File: config.mk
export PLATFORM = sky130hd
export DESIGN_NAME = mtaalu_core
export DESIGN_NICKNAME = d
export VERILOG_FILES = /design/src/inc/mtaalu_pkg.sv /design/src/design/mtaalu_core.sv /design/src/design/mtaalu_decode.sv
export SDC_FILE = /design/constraint.sdc
export NUM_CORES = 1
export LEC_CHECK = 0
export ABC_AREA = 1
export BUFFER_PORTS_ARGS = -buffer_cell sky130_fd_sc_hd__buf_4
export CAP_MARGIN = 0
export CORE_ASPECT_RATIO = 0.7
export CORE_MARGIN = 5
export CORE_UTILIZATION = 49
export DETAILED_ROUTE_END_ITERATION = 16
export GPL_ROUTABILITY_DRIVEN = 1
export PLACE_DENSITY = 0.77
export SYNTH_ARGS = -nofsm -noshare
export SYNTH_HDL_FRONTEND = slang
export SYNTH_SLANG_ARGS = --single-unit
File: constraint.sdc
create_clock -name clock_i -period 2.2 [get_ports clock_i]
set_input_delay 0.22 -clock clock_i [delete_from_list [all_inputs] [get_ports clock_i]]
set_output_delay 0.22 -clock clock_i [all_outputs]
set_load 0.02 [all_outputs]
File: src/inc/mtaalu_pkg.sv
package mtaalu_pkg;
   // Opcode field layout
   localparam int OPC_W      = 12;
   localparam int ADDR_W     = 5;
   localparam int SEL_LSB    = 5;
   localparam int SEL_W      = 7;
   // Instruction selector values (opcode bits 11:5)
   localparam logic [6:0] SEL_COPY = 7'h10;
   localparam logic [6:0] SEL_COMP = 7'h12;
   localparam logic [6:0] SEL_SUB  = 7'h04;
   localparam logic [6:0] SEL_DEC  = 7'h06;
   localparam logic [6:0] SEL_INC  = 7'h14;
   // Reset values and datapath constants
   localparam logic [7:0] ACC_RST   = 8'h00;
   localparam logic       FLAG_RST  = 1'b0;
   localparam logic [7:0] ALL_ONES  = 8'hff;
   localparam logic [7:0] ONE       = 8'h01;
   localparam logic [7:0] ZERO      = 8'h00;
   // Operation selector
   typedef enum logic [2:0] {
      MTA_NONE,
      MTA_COPY,
      MTA_COMP,
      MTA_SUB,
      MTA_DEC,
      MTA_INC
   } mtaalu_op_type;
endpackage

File: src/design/mtaalu_core.sv
// Overview of operation
// - Opcode 0010 000f ffff copies the operand into the accumulator.
// - Copy sets zero flag when value is 00h, else clears it.
// - No instruction here writes back to the source file register.
// - Opcode 0010 010f ffff loads the operand inverted (XOR FFh).
// - Complement load sets zero flag when result is 00h, else clears.
// - Opcode 0000 100f ffff loads operand minus accumulator, low 8 bits.
// - Subtraction clears carry on borrow out of bit 7, else sets it.
// - Subtraction clears digit carry on borrow from bit 3, else sets.
// - Subtraction sets zero flag on 00h result, else clears.
// - Fuse bit at 0 also subtracts inverted carry as borrow-in.
// - Opcode 0000 110f ffff loads operand minus one.
// - Decrement sets zero flag only when operand was 01h.
// - Opcode 0010 100f ffff loads operand plus one.
// - Increment sets zero flag only when operand was FFh.
module mtaalu_core
   import mtaalu_pkg::*;
(
   input  wire logic                   clock_i,               // Core clock
   input  wire logic                   reset_i,               // Sync reset
   input  wire logic                   exec_i,                // Execute opcode this cycle
   input  wire logic [11:0]            opcode_i,              // Instruction word
   input  wire logic [7:0]             file_register_operand_i, // Operand read data
   input  wire logic                   carry_in_fuse_bit_i,   // Fuse, 0 enables borrow-in
   output logic [4:0]                  operand_addr_o,        // Operand address
   output logic                        operand_write_o,       // Write-back strobe, never set
   output logic [7:0]                  acc_o,                 // Working accumulator
   output logic                        zero_flag_o,           // Zero flag
   output logic                        carry_flag_o,          // Carry flag
   output logic                        digit_carry_flag_o,    // Digit-carry flag
   output logic                        done_o                 // Load completed
);
   import mtaalu_pkg::*;

   ////////////////////////////////////////////////////////////////////////////
   // State

   typedef struct packed {
      logic [7:0] acc;
      logic       zf;
      logic       carry;
      logic       dcf;
      logic       wr;
      logic       done;
   } mtaalu_state_type;

   mtaalu_state_type state_ff;
   mtaalu_state_type nxt_state;
   mtaalu_op_type    op;
   logic [4:0]       addr;

   // Opcode decoder
   mtaalu_decode u_decode (
      .opcode_i (opcode_i),
      .op_o     (op),
      .addr_o   (addr)
   );

   assign operand_addr_o = addr;

   ////////////////////////////////////////////////////////////////////////////
   // Datapath

   logic       borrow_in;
   logic [8:0] diff;
   logic [4:0] low_diff;
   logic [7:0] result;

   // Borrow-in only when the fuse is programmed to 0
   // Carry reads as no borrow, so a clear carry takes one more away
   // Ninth bit of the difference is the borrow out of bit 7
   // Fifth bit of the low-nibble difference is the borrow out of bit 3
   always_comb begin
      borrow_in = (~carry_in_fuse_bit_i) & (~state_ff.carry);
      diff      = {1'b0, file_register_operand_i} - {1'b0, state_ff.acc}
                  - {8'h00, borrow_in};
      low_diff  = {1'b0, file_register_operand_i[3:0]} - {1'b0, state_ff.acc[3:0]}
                  - {4'h0, borrow_in};
   end

   // Next state
   always_comb begin
      nxt_state      = state_ff;
      nxt_state.wr   = 1'b0;
      nxt_state.done = 1'b0;
      result         = state_ff.acc;
      if (exec_i && op != MTA_NONE) begin
         case (op)
            MTA_COPY: result = file_register_operand_i;
            MTA_COMP: result = file_register_operand_i ^ ALL_ONES;
            MTA_SUB: begin
               result        = diff[7:0];
               nxt_state.carry = ~diff[8];
               nxt_state.dcf = ~low_diff[4];
            end
            MTA_DEC: result = file_register_operand_i - ONE;
            MTA_INC: result = file_register_operand_i + ONE;
            default: result = state_ff.acc;
         endcase
         nxt_state.acc  = result;
         nxt_state.zf   = (result == ZERO);
         nxt_state.done = 1'b1;
      end
      if (reset_i) begin
         nxt_state.acc  = ACC_RST;
         nxt_state.zf   = FLAG_RST;
         nxt_state.carry = FLAG_RST;
         nxt_state.dcf  = FLAG_RST;
         nxt_state.wr   = 1'b0;
         nxt_state.done = 1'b0;
      end
   end

   // Register
   always_ff @(posedge clock_i) begin
      state_ff <= nxt_state;
   end

   ////////////////////////////////////////////////////////////////////////////
   // Outputs

   assign acc_o              = state_ff.acc;
   assign zero_flag_o        = state_ff.zf;
   assign carry_flag_o       = state_ff.carry;
   assign digit_carry_flag_o = state_ff.dcf;
   assign operand_write_o    = state_ff.wr;
   assign done_o             = state_ff.done;
endmodule

File: src/design/mtaalu_decode.sv
// Turns a 12-bit opcode into one of the five loads, or none for other selectors, and an operand address
module mtaalu_decode
   import mtaalu_pkg::*;
(
   input  wire logic [11:0]            opcode_i, // Fetched opcode
   output mtaalu_pkg::mtaalu_op_type   op_o,     // Decoded operation
   output logic [4:0]                  addr_o    // File register operand address
);
   // High bits select instruction, low five address the operand
   always_comb begin
      addr_o = opcode_i[ADDR_W-1:0];
      if (opcode_i[OPC_W-1:SEL_LSB] == SEL_COPY) begin
         op_o = MTA_COPY;
      end else if (opcode_i[OPC_W-1:SEL_LSB] == SEL_COMP) begin
         op_o = MTA_COMP;
      end else if (opcode_i[OPC_W-1:SEL_LSB] == SEL_SUB) begin
         op_o = MTA_SUB;
      end else if (opcode_i[OPC_W-1:SEL_LSB] == SEL_DEC) begin
         op_o = MTA_DEC;
      end else if (opcode_i[OPC_W-1:SEL_LSB] == SEL_INC) begin
         op_o = MTA_INC;
      end else begin
         op_o = MTA_NONE;
      end
   end
endmodule

==> results of run 1 <==
-- sequential cells by signal (all words and copies together), names as in the netlist --
name	flops
carry_flag_o	1
digit_carry_flag_o	1
acc_o	8
done_o	1
zero_flag_o	1
-- power by group through the flow --
stage	Clock (mW)	Sequential (mW)	Combinational, mW
CTS	0.250	0.222	0.253
detailed placement	0	0.226	0.241
global placement	0	0.226	0.237
finish	0.245	0.222	0.262
floorplan	0	0.229	0.152
global route	0.264	0.222	0.293
-- layer usage --
layer,vias to the layer above,wire [um],global-route usage
li1,1009,-,-
met1,887,2329,0.3066
met2,60,2095,0.3361
met3,6,308,0.03647
met4,0,36,0.04096
met5,-,0,0
-- critical path: stages, from the launching register on --
cell and delay (ns):
dfxtp_2 0.31, or2_4 0.22, fa_2 0.36, fa_2 0.38
inv_2 0.08, nand2_2 0.06, nand2_2 0.08, nand2_1 0.07
nand2_1 0.08, nand3_2 0.10, nand3_2 0.11, nor2_4 0.04
buf_4 0.13, nor2_1 0.09, a21oi_1 0.05, nor2_1 0.09
-- how the worst max path moves through the flow --
stage,from,endpoint
after floorplan,carry_flag_o,zero_flag_o
after global placement,carry_in_fuse_bit_i,zero_flag_o
after detailed placement,carry_in_fuse_bit_i,zero_flag_o
after CTS,carry_flag_o,acc_o[4]
after global routing,carry_flag_o,zero_flag_o
final,carry_flag_o,acc_o[4]
-- cell families (layout without fill, tap and decap cells) --
kind of cell               Yosys count  after routing  synth area share
AOI/OAI and AO/OA                   38             38            0.1193
xor gates and xnor gates             3              3           0.01547
adders and majority gates           22             22            0.1753
buffers and inverters               68            124            0.1679
DFF                                 12             12            0.1414
muxes                                1              1          0.005891
other                                1              1          0.002207
and+or+nand+nor                    141            141            0.3726
-- cells in the mapped netlist (2+ instances only) --
library cell and instances:
or2_2 2, nand2_1 68, o211ai_1 2, or2_0 2, nand4_1 7, nor2_1 29, fa_1 3, ha_1 19
o21ai_0 13, nand2_2 4, inv_1 56, o21ai_1 3, a21oi_1 17, buf_4 7, inv_2 3, dfxtp_1 12
xor2_1 2, nand3_1 23, nand3b_1 2
-- area by class of cell --
type,instances,area (sq um),share of cell area
multi-input combinational,206,1270,0.5495
timing repair buffer,60,457.9,0.1982
sequential,12,241.5,0.1045
inverter,60,227.7,0.09854
tap,47,58.81,0.02545
clock buffer,4,55.05,0.02382
-- cell usage in the layout, fill, tap and decap left out, drive strengths merged, types with 7 or more instances in the layout --
| cell | Yosys | layout |
|---|---|---|
| a21oi | 18 | 18 |
| o21ai | 16 | 16 |
| buf | 8 | 60 |
| nand2 | 73 | 73 |
| ha | 19 | 19 |
| nand3 | 24 | 24 |
| nand4 | 7 | 7 |
| inv | 60 | 60 |
| nor2 | 30 | 30 |
| dfxtp | 12 | 12 |
-- what timing repair did --
item	4_1_cts	5_1_grt
gates resized for setup	16	9
setup buffers	1	0
endpoints found under the setup margin	7	8
pin swaps	15	12
-- stage by stage --
| stage | setup slack [ns] | TNS [ns] | hold slack, ns | total power, mW |
|---|---|---|---|---|
| after floorplan | -0.04922 | -0.04922 | 0.2824 | 0.3807 |
| after global placement | -0.2362 | -0.7555 | 0.4239 | 0.4632 |
| after detailed placement | -0.2508 | -0.8374 | 0.4228 | 0.4669 |
| after CTS | -0.1165 | -0.2992 | 0.1626 | 0.7242 |
| after global routing | -0.2021 | -0.8671 | 0.1689 | 0.7786 |
| final | -0.09137 | -0.2507 | 0.1697 | 0.7290 |
==> impl_metrics.env, run 1 <==
export IMPL_timing_rr_start="carry_flag_o"
export IMPL_syn_num_nets=332
export IMPL_setup_violations=5
export IMPL_overflow=0
export IMPL_place_area_sq_um=2152
export IMPL_rows=17
export IMPL_pin_count=42
export IMPL_comb_power_share=0.360
export IMPL_grt_start_max_net_pins=12
export IMPL_p_leak_nw=1.269
export IMPL_sequentialPowerShare=0.304
export IMPL_dieWidth_um=80.38
export IMPL_cp_arrival_ns=2.48
export IMPL_synth_distinct_cells=31
export IMPL_hold_buffers=0
export IMPL_ys_seq_elements=12
export IMPL_num_fill_cells=296
export IMPL_synthToLayoutAreaGrowth_pct=36.01
export IMPL_dieHeight_um=59.27
export IMPL_root_buffer="clkbuf_8"
export IMPL_path_class="register to register"
export IMPL_synth_top_flop_cell="dfxtp_1"
export IMPL_grt_first_pass_wirelength_um=7976
export IMPL_drc_errors=0
export IMPL_clk_latency_ns=0.25
export IMPL_maxCapViolations=0
export IMPL_yosys_top_cells_area="nand2_1, dfxtp_1, ha_1"
export IMPL_cellInternalPower_mw=0.4974
export IMPL_vias=1962
export IMPL_cts_tree="built"
export IMPL_switching_share=0.3177
export IMPL_synth_area_sq_um=1699
export IMPL_wl_um=4769
export IMPL_post_layout_nonfiller_instances=389
export IMPL_min_path_type="input port to register"
export IMPL_drt_iter0_markers=132
export IMPL_firstDrtPassIters=5
export IMPL_avgSynthCellArea_sq_um=5.941
export IMPL_synth_edf_count=0
export IMPL_whs_path_depth=2
export IMPL_status="complete, but fails checks"
export IMPL_clk_pin_slew_ns=0.05
export IMPL_start_util=0.5255
export IMPL_seq_area_frac_synth=0.1414
export IMPL_worstHoldStart="reset_i"
export IMPL_crit_required_ns=2.39
export IMPL_core_sq_um=3233
export IMPL_nets=389
export IMPL_htree_levels=1
export IMPL_synth_top_area_frac=0.1502
export IMPL_fmax_ghz=0.4364
export IMPL_synth_warnings=0
export IMPL_syn_inst=286
export IMPL_clock_sinks=12
export IMPL_slew_violations=0
export IMPL_reg2reg_to="acc_o[4]"
export IMPL_rsz0062_at_grt="true"
export IMPL_rr_worst_depth=15
export IMPL_dp_cells=384
export IMPL_r2r_setup_slack_ns=-0.09
export IMPL_cts_inserted_buffers=3
export IMPL_die_area_sq_um=4764
export IMPL_design_area_sq_um=2311
export IMPL_drive_above_1_share=0.2953
export IMPL_place_congestion=0.9982
export IMPL_path_max_fanout=2
export IMPL_pwr_share_clk=0.336
export IMPL_finalCritPeriodShare=1.042
export IMPL_ys_async_sr_fraction=0
export IMPL_port_buffers=30
export IMPL_hold_viol=0
export IMPL_whs_endpoint="zero_flag_o"
export IMPL_start_kind="register"
export IMPL_first_global_vias=1792
export IMPL_diodes=0
export IMPL_powerDensity_nw_per_um2=315.5
export IMPL_clock_skew_ns=0.001531
export IMPL_failed_checks="setup timing"
export IMPL_setup_slack_ns=-0.09137
export IMPL_fin_crit_ns=2.291
export IMPL_vias_per_cell=5.044
export IMPL_routedWlPerCell_um=12.26
export IMPL_ant_nets=0
export IMPL_antenna_found_initial=0
export IMPL_dp_hpwl_um=3980
export IMPL_p_switching_mw=0.2316
export IMPL_grt_usage=0.2132
export IMPL_peakVddDrop_mv=0.2724
export IMPL_end_kind="register"
export IMPL_final_util=0.7148
export IMPL_clock_path_buffers=2
export IMPL_synth_area_leader_cell="nand2_1"
No activity file was read; power rests on OpenSTA's default activity.
==> inputs of run 2 (changes only) <==
--- a/config.mk
+++ b/config.mk
@@ -12,8 +12,9 @@
 export CORE_MARGIN = 5
-export CORE_UTILIZATION = 49
+export CORE_UTILIZATION = 50
 export DETAILED_ROUTE_END_ITERATION = 16
 export GPL_ROUTABILITY_DRIVEN = 1
-export PLACE_DENSITY = 0.77
+export PLACE_DENSITY = 0.78
 export SYNTH_ARGS = -nofsm -noshare
 export SYNTH_HDL_FRONTEND = slang
+export SYNTH_HIERARCHICAL = 1
 export SYNTH_SLANG_ARGS = --single-unit
--- a/constraint.sdc
+++ b/constraint.sdc
@@ -3,2 +3,2 @@
 set_output_delay 0.22 -clock clock_i [all_outputs]
-set_load 0.02 [all_outputs]
+set_load 0.005 [all_outputs]
==> impl_metrics.env, run 2 <==
export IMPL_status="complete, but fails checks"
export IMPL_failed_checks="setup timing"
export IMPL_clk_pin_slew_ns=0.05
export IMPL_vias=2019
export IMPL_finalCritPeriodShare=1.095
export IMPL_min_path_type="input port to register"
export IMPL_routedWlPerCell_um=11.48
export IMPL_switching_share=0.3193
export IMPL_pwr_share_clk=0.313
export IMPL_dieWidth_um=82.05
export IMPL_drt_iter0_markers=77
export IMPL_dieHeight_um=60.43
export IMPL_avgSynthCellArea_sq_um=5.918
export IMPL_overflow=0
export IMPL_hold_viol=0
export IMPL_grt_usage=0.1954
export IMPL_diodes=0
export IMPL_synth_top_flop_cell="dfxtp_1"
export IMPL_regArea_sq_um=241.5
export IMPL_pin_count=42
export IMPL_peakVddDrop_mv=0.4603
export IMPL_syn_inst=307
export IMPL_root_buffer="clkbuf_8"
export IMPL_nets=404
export IMPL_rsz0062_at_grt="true"
export IMPL_first_global_vias=1818
export IMPL_drc_errors=0
export IMPL_worst_hold_slack_ns=0.1481
export IMPL_crit_chain="or2_4 > fa_2 > ha_1 > xor2_1 > nand2_1 > nand2_1 > nor2_1 > nand3_1 > nor2_1 > nand3_1 > nor2_1 > nand2_1 > a21oi_2"
export IMPL_cts_inserted_buffers=3
export IMPL_path_max_fanout=2
export IMPL_port_buffers=30
export IMPL_final_common_cell="nand2_1"
export IMPL_fin_crit_ns=2.409
export IMPL_firstDrtPassIters=4
export IMPL_largest_register_ffs=8
export IMPL_antenna_found_initial=0
export IMPL_place_area_sq_um=2261
export IMPL_wl_um=4659
export IMPL_ys_async_sr_fraction=0
export IMPL_num_fill_cells=341
export IMPL_cellInternalPower_mw=0.5120
export IMPL_dp_hpwl_um=3861
export IMPL_htree_levels=1
export IMPL_grt_first_pass_wirelength_um=7631
export IMPL_synth_most_common_cell="nand2_1"
export IMPL_yosys_top_cells_area="nand2_1, ha_1, dfxtp_1"
export IMPL_synth_area_sq_um=1817
export IMPL_mostFrequentLayoutCells="nand2_1, inv_1, buf_4, nor2_1, nand3_1"
export IMPL_synth_common_cells="nand2_1, inv_1, nand3_1, nor2_1, ha_1"
export IMPL_synthToLayoutAreaGrowth_pct=30.85
export IMPL_synth_top_area_frac=0.1715
export IMPL_syn_num_nets=354
export IMPL_clk_latency_ns=0.24
export IMPL_synth_warnings=6
export IMPL_multi_input_area_sq_um=1380
export IMPL_setup_slack_ns=-0.2089
export IMPL_synth_edf_count=0
export IMPL_ys_seq_elements=12
export IMPL_vias_per_cell=4.973
export IMPL_maxCapViolations=0
export IMPL_cp_slowest_cell="fa_2"
export IMPL_grt_start_max_net_pins=13
export IMPL_setup_violations=7
export IMPL_sequentialPowerShare=0.301
export IMPL_synth_area_leader_cell="nand2_1"
export IMPL_core_sq_um=3513
export IMPL_cts_tree="built"
export IMPL_rows=18
export IMPL_cp_arrival_ns=2.58
export IMPL_place_congestion=0.9250
export IMPL_clock_skew_ns=0.001895
export IMPL_synth_distinct_cells=30
export IMPL_clock_path_buffers=2
export IMPL_comb_power_share=0.386
export IMPL_clock_sinks=12
export IMPL_die_area_sq_um=4958
export IMPL_fmax_ghz=0.4151
export IMPL_path_class="register to register"
export IMPL_p_switching_mw=0.2401
export IMPL_end_kind="register"
export IMPL_p_leak_nw=1.297
export IMPL_final_util=0.6766
export IMPL_ant_nets=0
export IMPL_start_util=0.5171
export IMPL_crit_required_ns=2.38
export IMPL_drive_above_1_share=0.2893
export IMPL_powerDensity_nw_per_um2=316.4
export IMPL_seq_area_frac_synth=0.1322
export IMPL_design_area_sq_um=2377
export IMPL_cp_slowest_stage_delay_ns=0.54
export IMPL_start_kind="register"
export IMPL_slew_violations=0
## run 2: cell count changes in the layout (fill, tap and decap cells not counted), moves of 3 or more
| cell | change |
|---|---|
| buf_4 | -5 |
| a21oi_1 | -9 |
| o21ai_1 | -3 |
| o21ai_2 | +3 |
| or2_1 | +3 |
| nand3_2 | +3 |
| nand2_1 | +15 |
| inv_2 | +4 |
| nand3b_1 | +6 |
## run 2: power by group through the flow
stage               Clock, mW  Combinational, mW  Sequential (mW)
floorplan                   0              0.183            0.230
global placement            0              0.265            0.230
detailed placement          0              0.272            0.231
CTS                     0.242              0.279            0.226
global route            0.256              0.326            0.226
finish                  0.236              0.290            0.226
## run 2: cells by family (layout without fill, tap and decap cells)
logic type               after synthesis  in the layout  share of synthesized area
AO/OA/AOI/OAI                         31             31                    0.09780
XOR/XNOR                               3              3                    0.01447
adder cells (fa/ha/maj)               23             23                     0.1708
buffers and inverters                 72            121                     0.1632
flip-flops                            12             12                     0.1322
other                                  1              1                   0.002064
AND/OR/NAND/NOR                      165            165                     0.4194
## run 2: per-stage QoR
step	setup TNS, ns	power (mW)	std cells	setup slack [ns]
2_1_floorplan	-0.02787	0.4131	307	-0.02787
5_1_grt	-1.402	0.8090	406	-0.3421
3_5_place_dp	-1.053	0.5023	401	-0.2694
6_report	-0.4556	0.7521	406	-0.2089
3_3_place_gp	-0.7277	0.4958	401	-0.1880
4_1_cts	-0.4012	0.7463	406	-0.1755
## run 2: what timing repair did
item	CTS	global route
endpoints found under the setup margin	9	10
hold buffers	0	0
buffers inserted	1	0
resized for setup	4	12
pin swaps	6	8
## run 2: final timing paths
check	end	cells after the start	start	slack (ns)
max	zero_flag_o	13	carry_flag_o	-0.21
min	zero_flag_o	2	reset_i	0.15
max reg2reg	zero_flag_o	13	carry_flag_o	-0.21
min reg2reg	zero_flag_o	2	zero_flag_o	0.48
## run 2: layout make-up
| type | count | area share |
|---|---|---|
| flip-flops and latches | 12 | 0.1016 |
| inverters | 64 | 0.1011 |
| well taps | 50 | 0.02632 |
| clock buffers | 4 | 0.02316 |
| multi-input cells | 223 | 0.5805 |
| repair buffers | 53 | 0.1674 |
## run 2: routing by layer
| metal | vias up | part of all wire | GRT usage |
|---|---|---|---|
| met4 | 0 | 0.0045 | 0.01896 |
| met2 | 50 | 0.43 | 0.3084 |
| li1 | 1060 | - | - |
| met5 | - | 0 | 0 |
| met1 | 907 | 0.50 | 0.2862 |
| met3 | 2 | 0.058 | 0.03858 |
## run 2: worst max-delay path, delay by kind of cell, from the launching register on
kind / cells / cell delay, ns
compound gates: 1 / 0.10
xor+xnor: 1 / 0.15
fa+ha+maj: 2 / 0.77
flops: 1 / 0.34
simple gates: 9 / 0.99
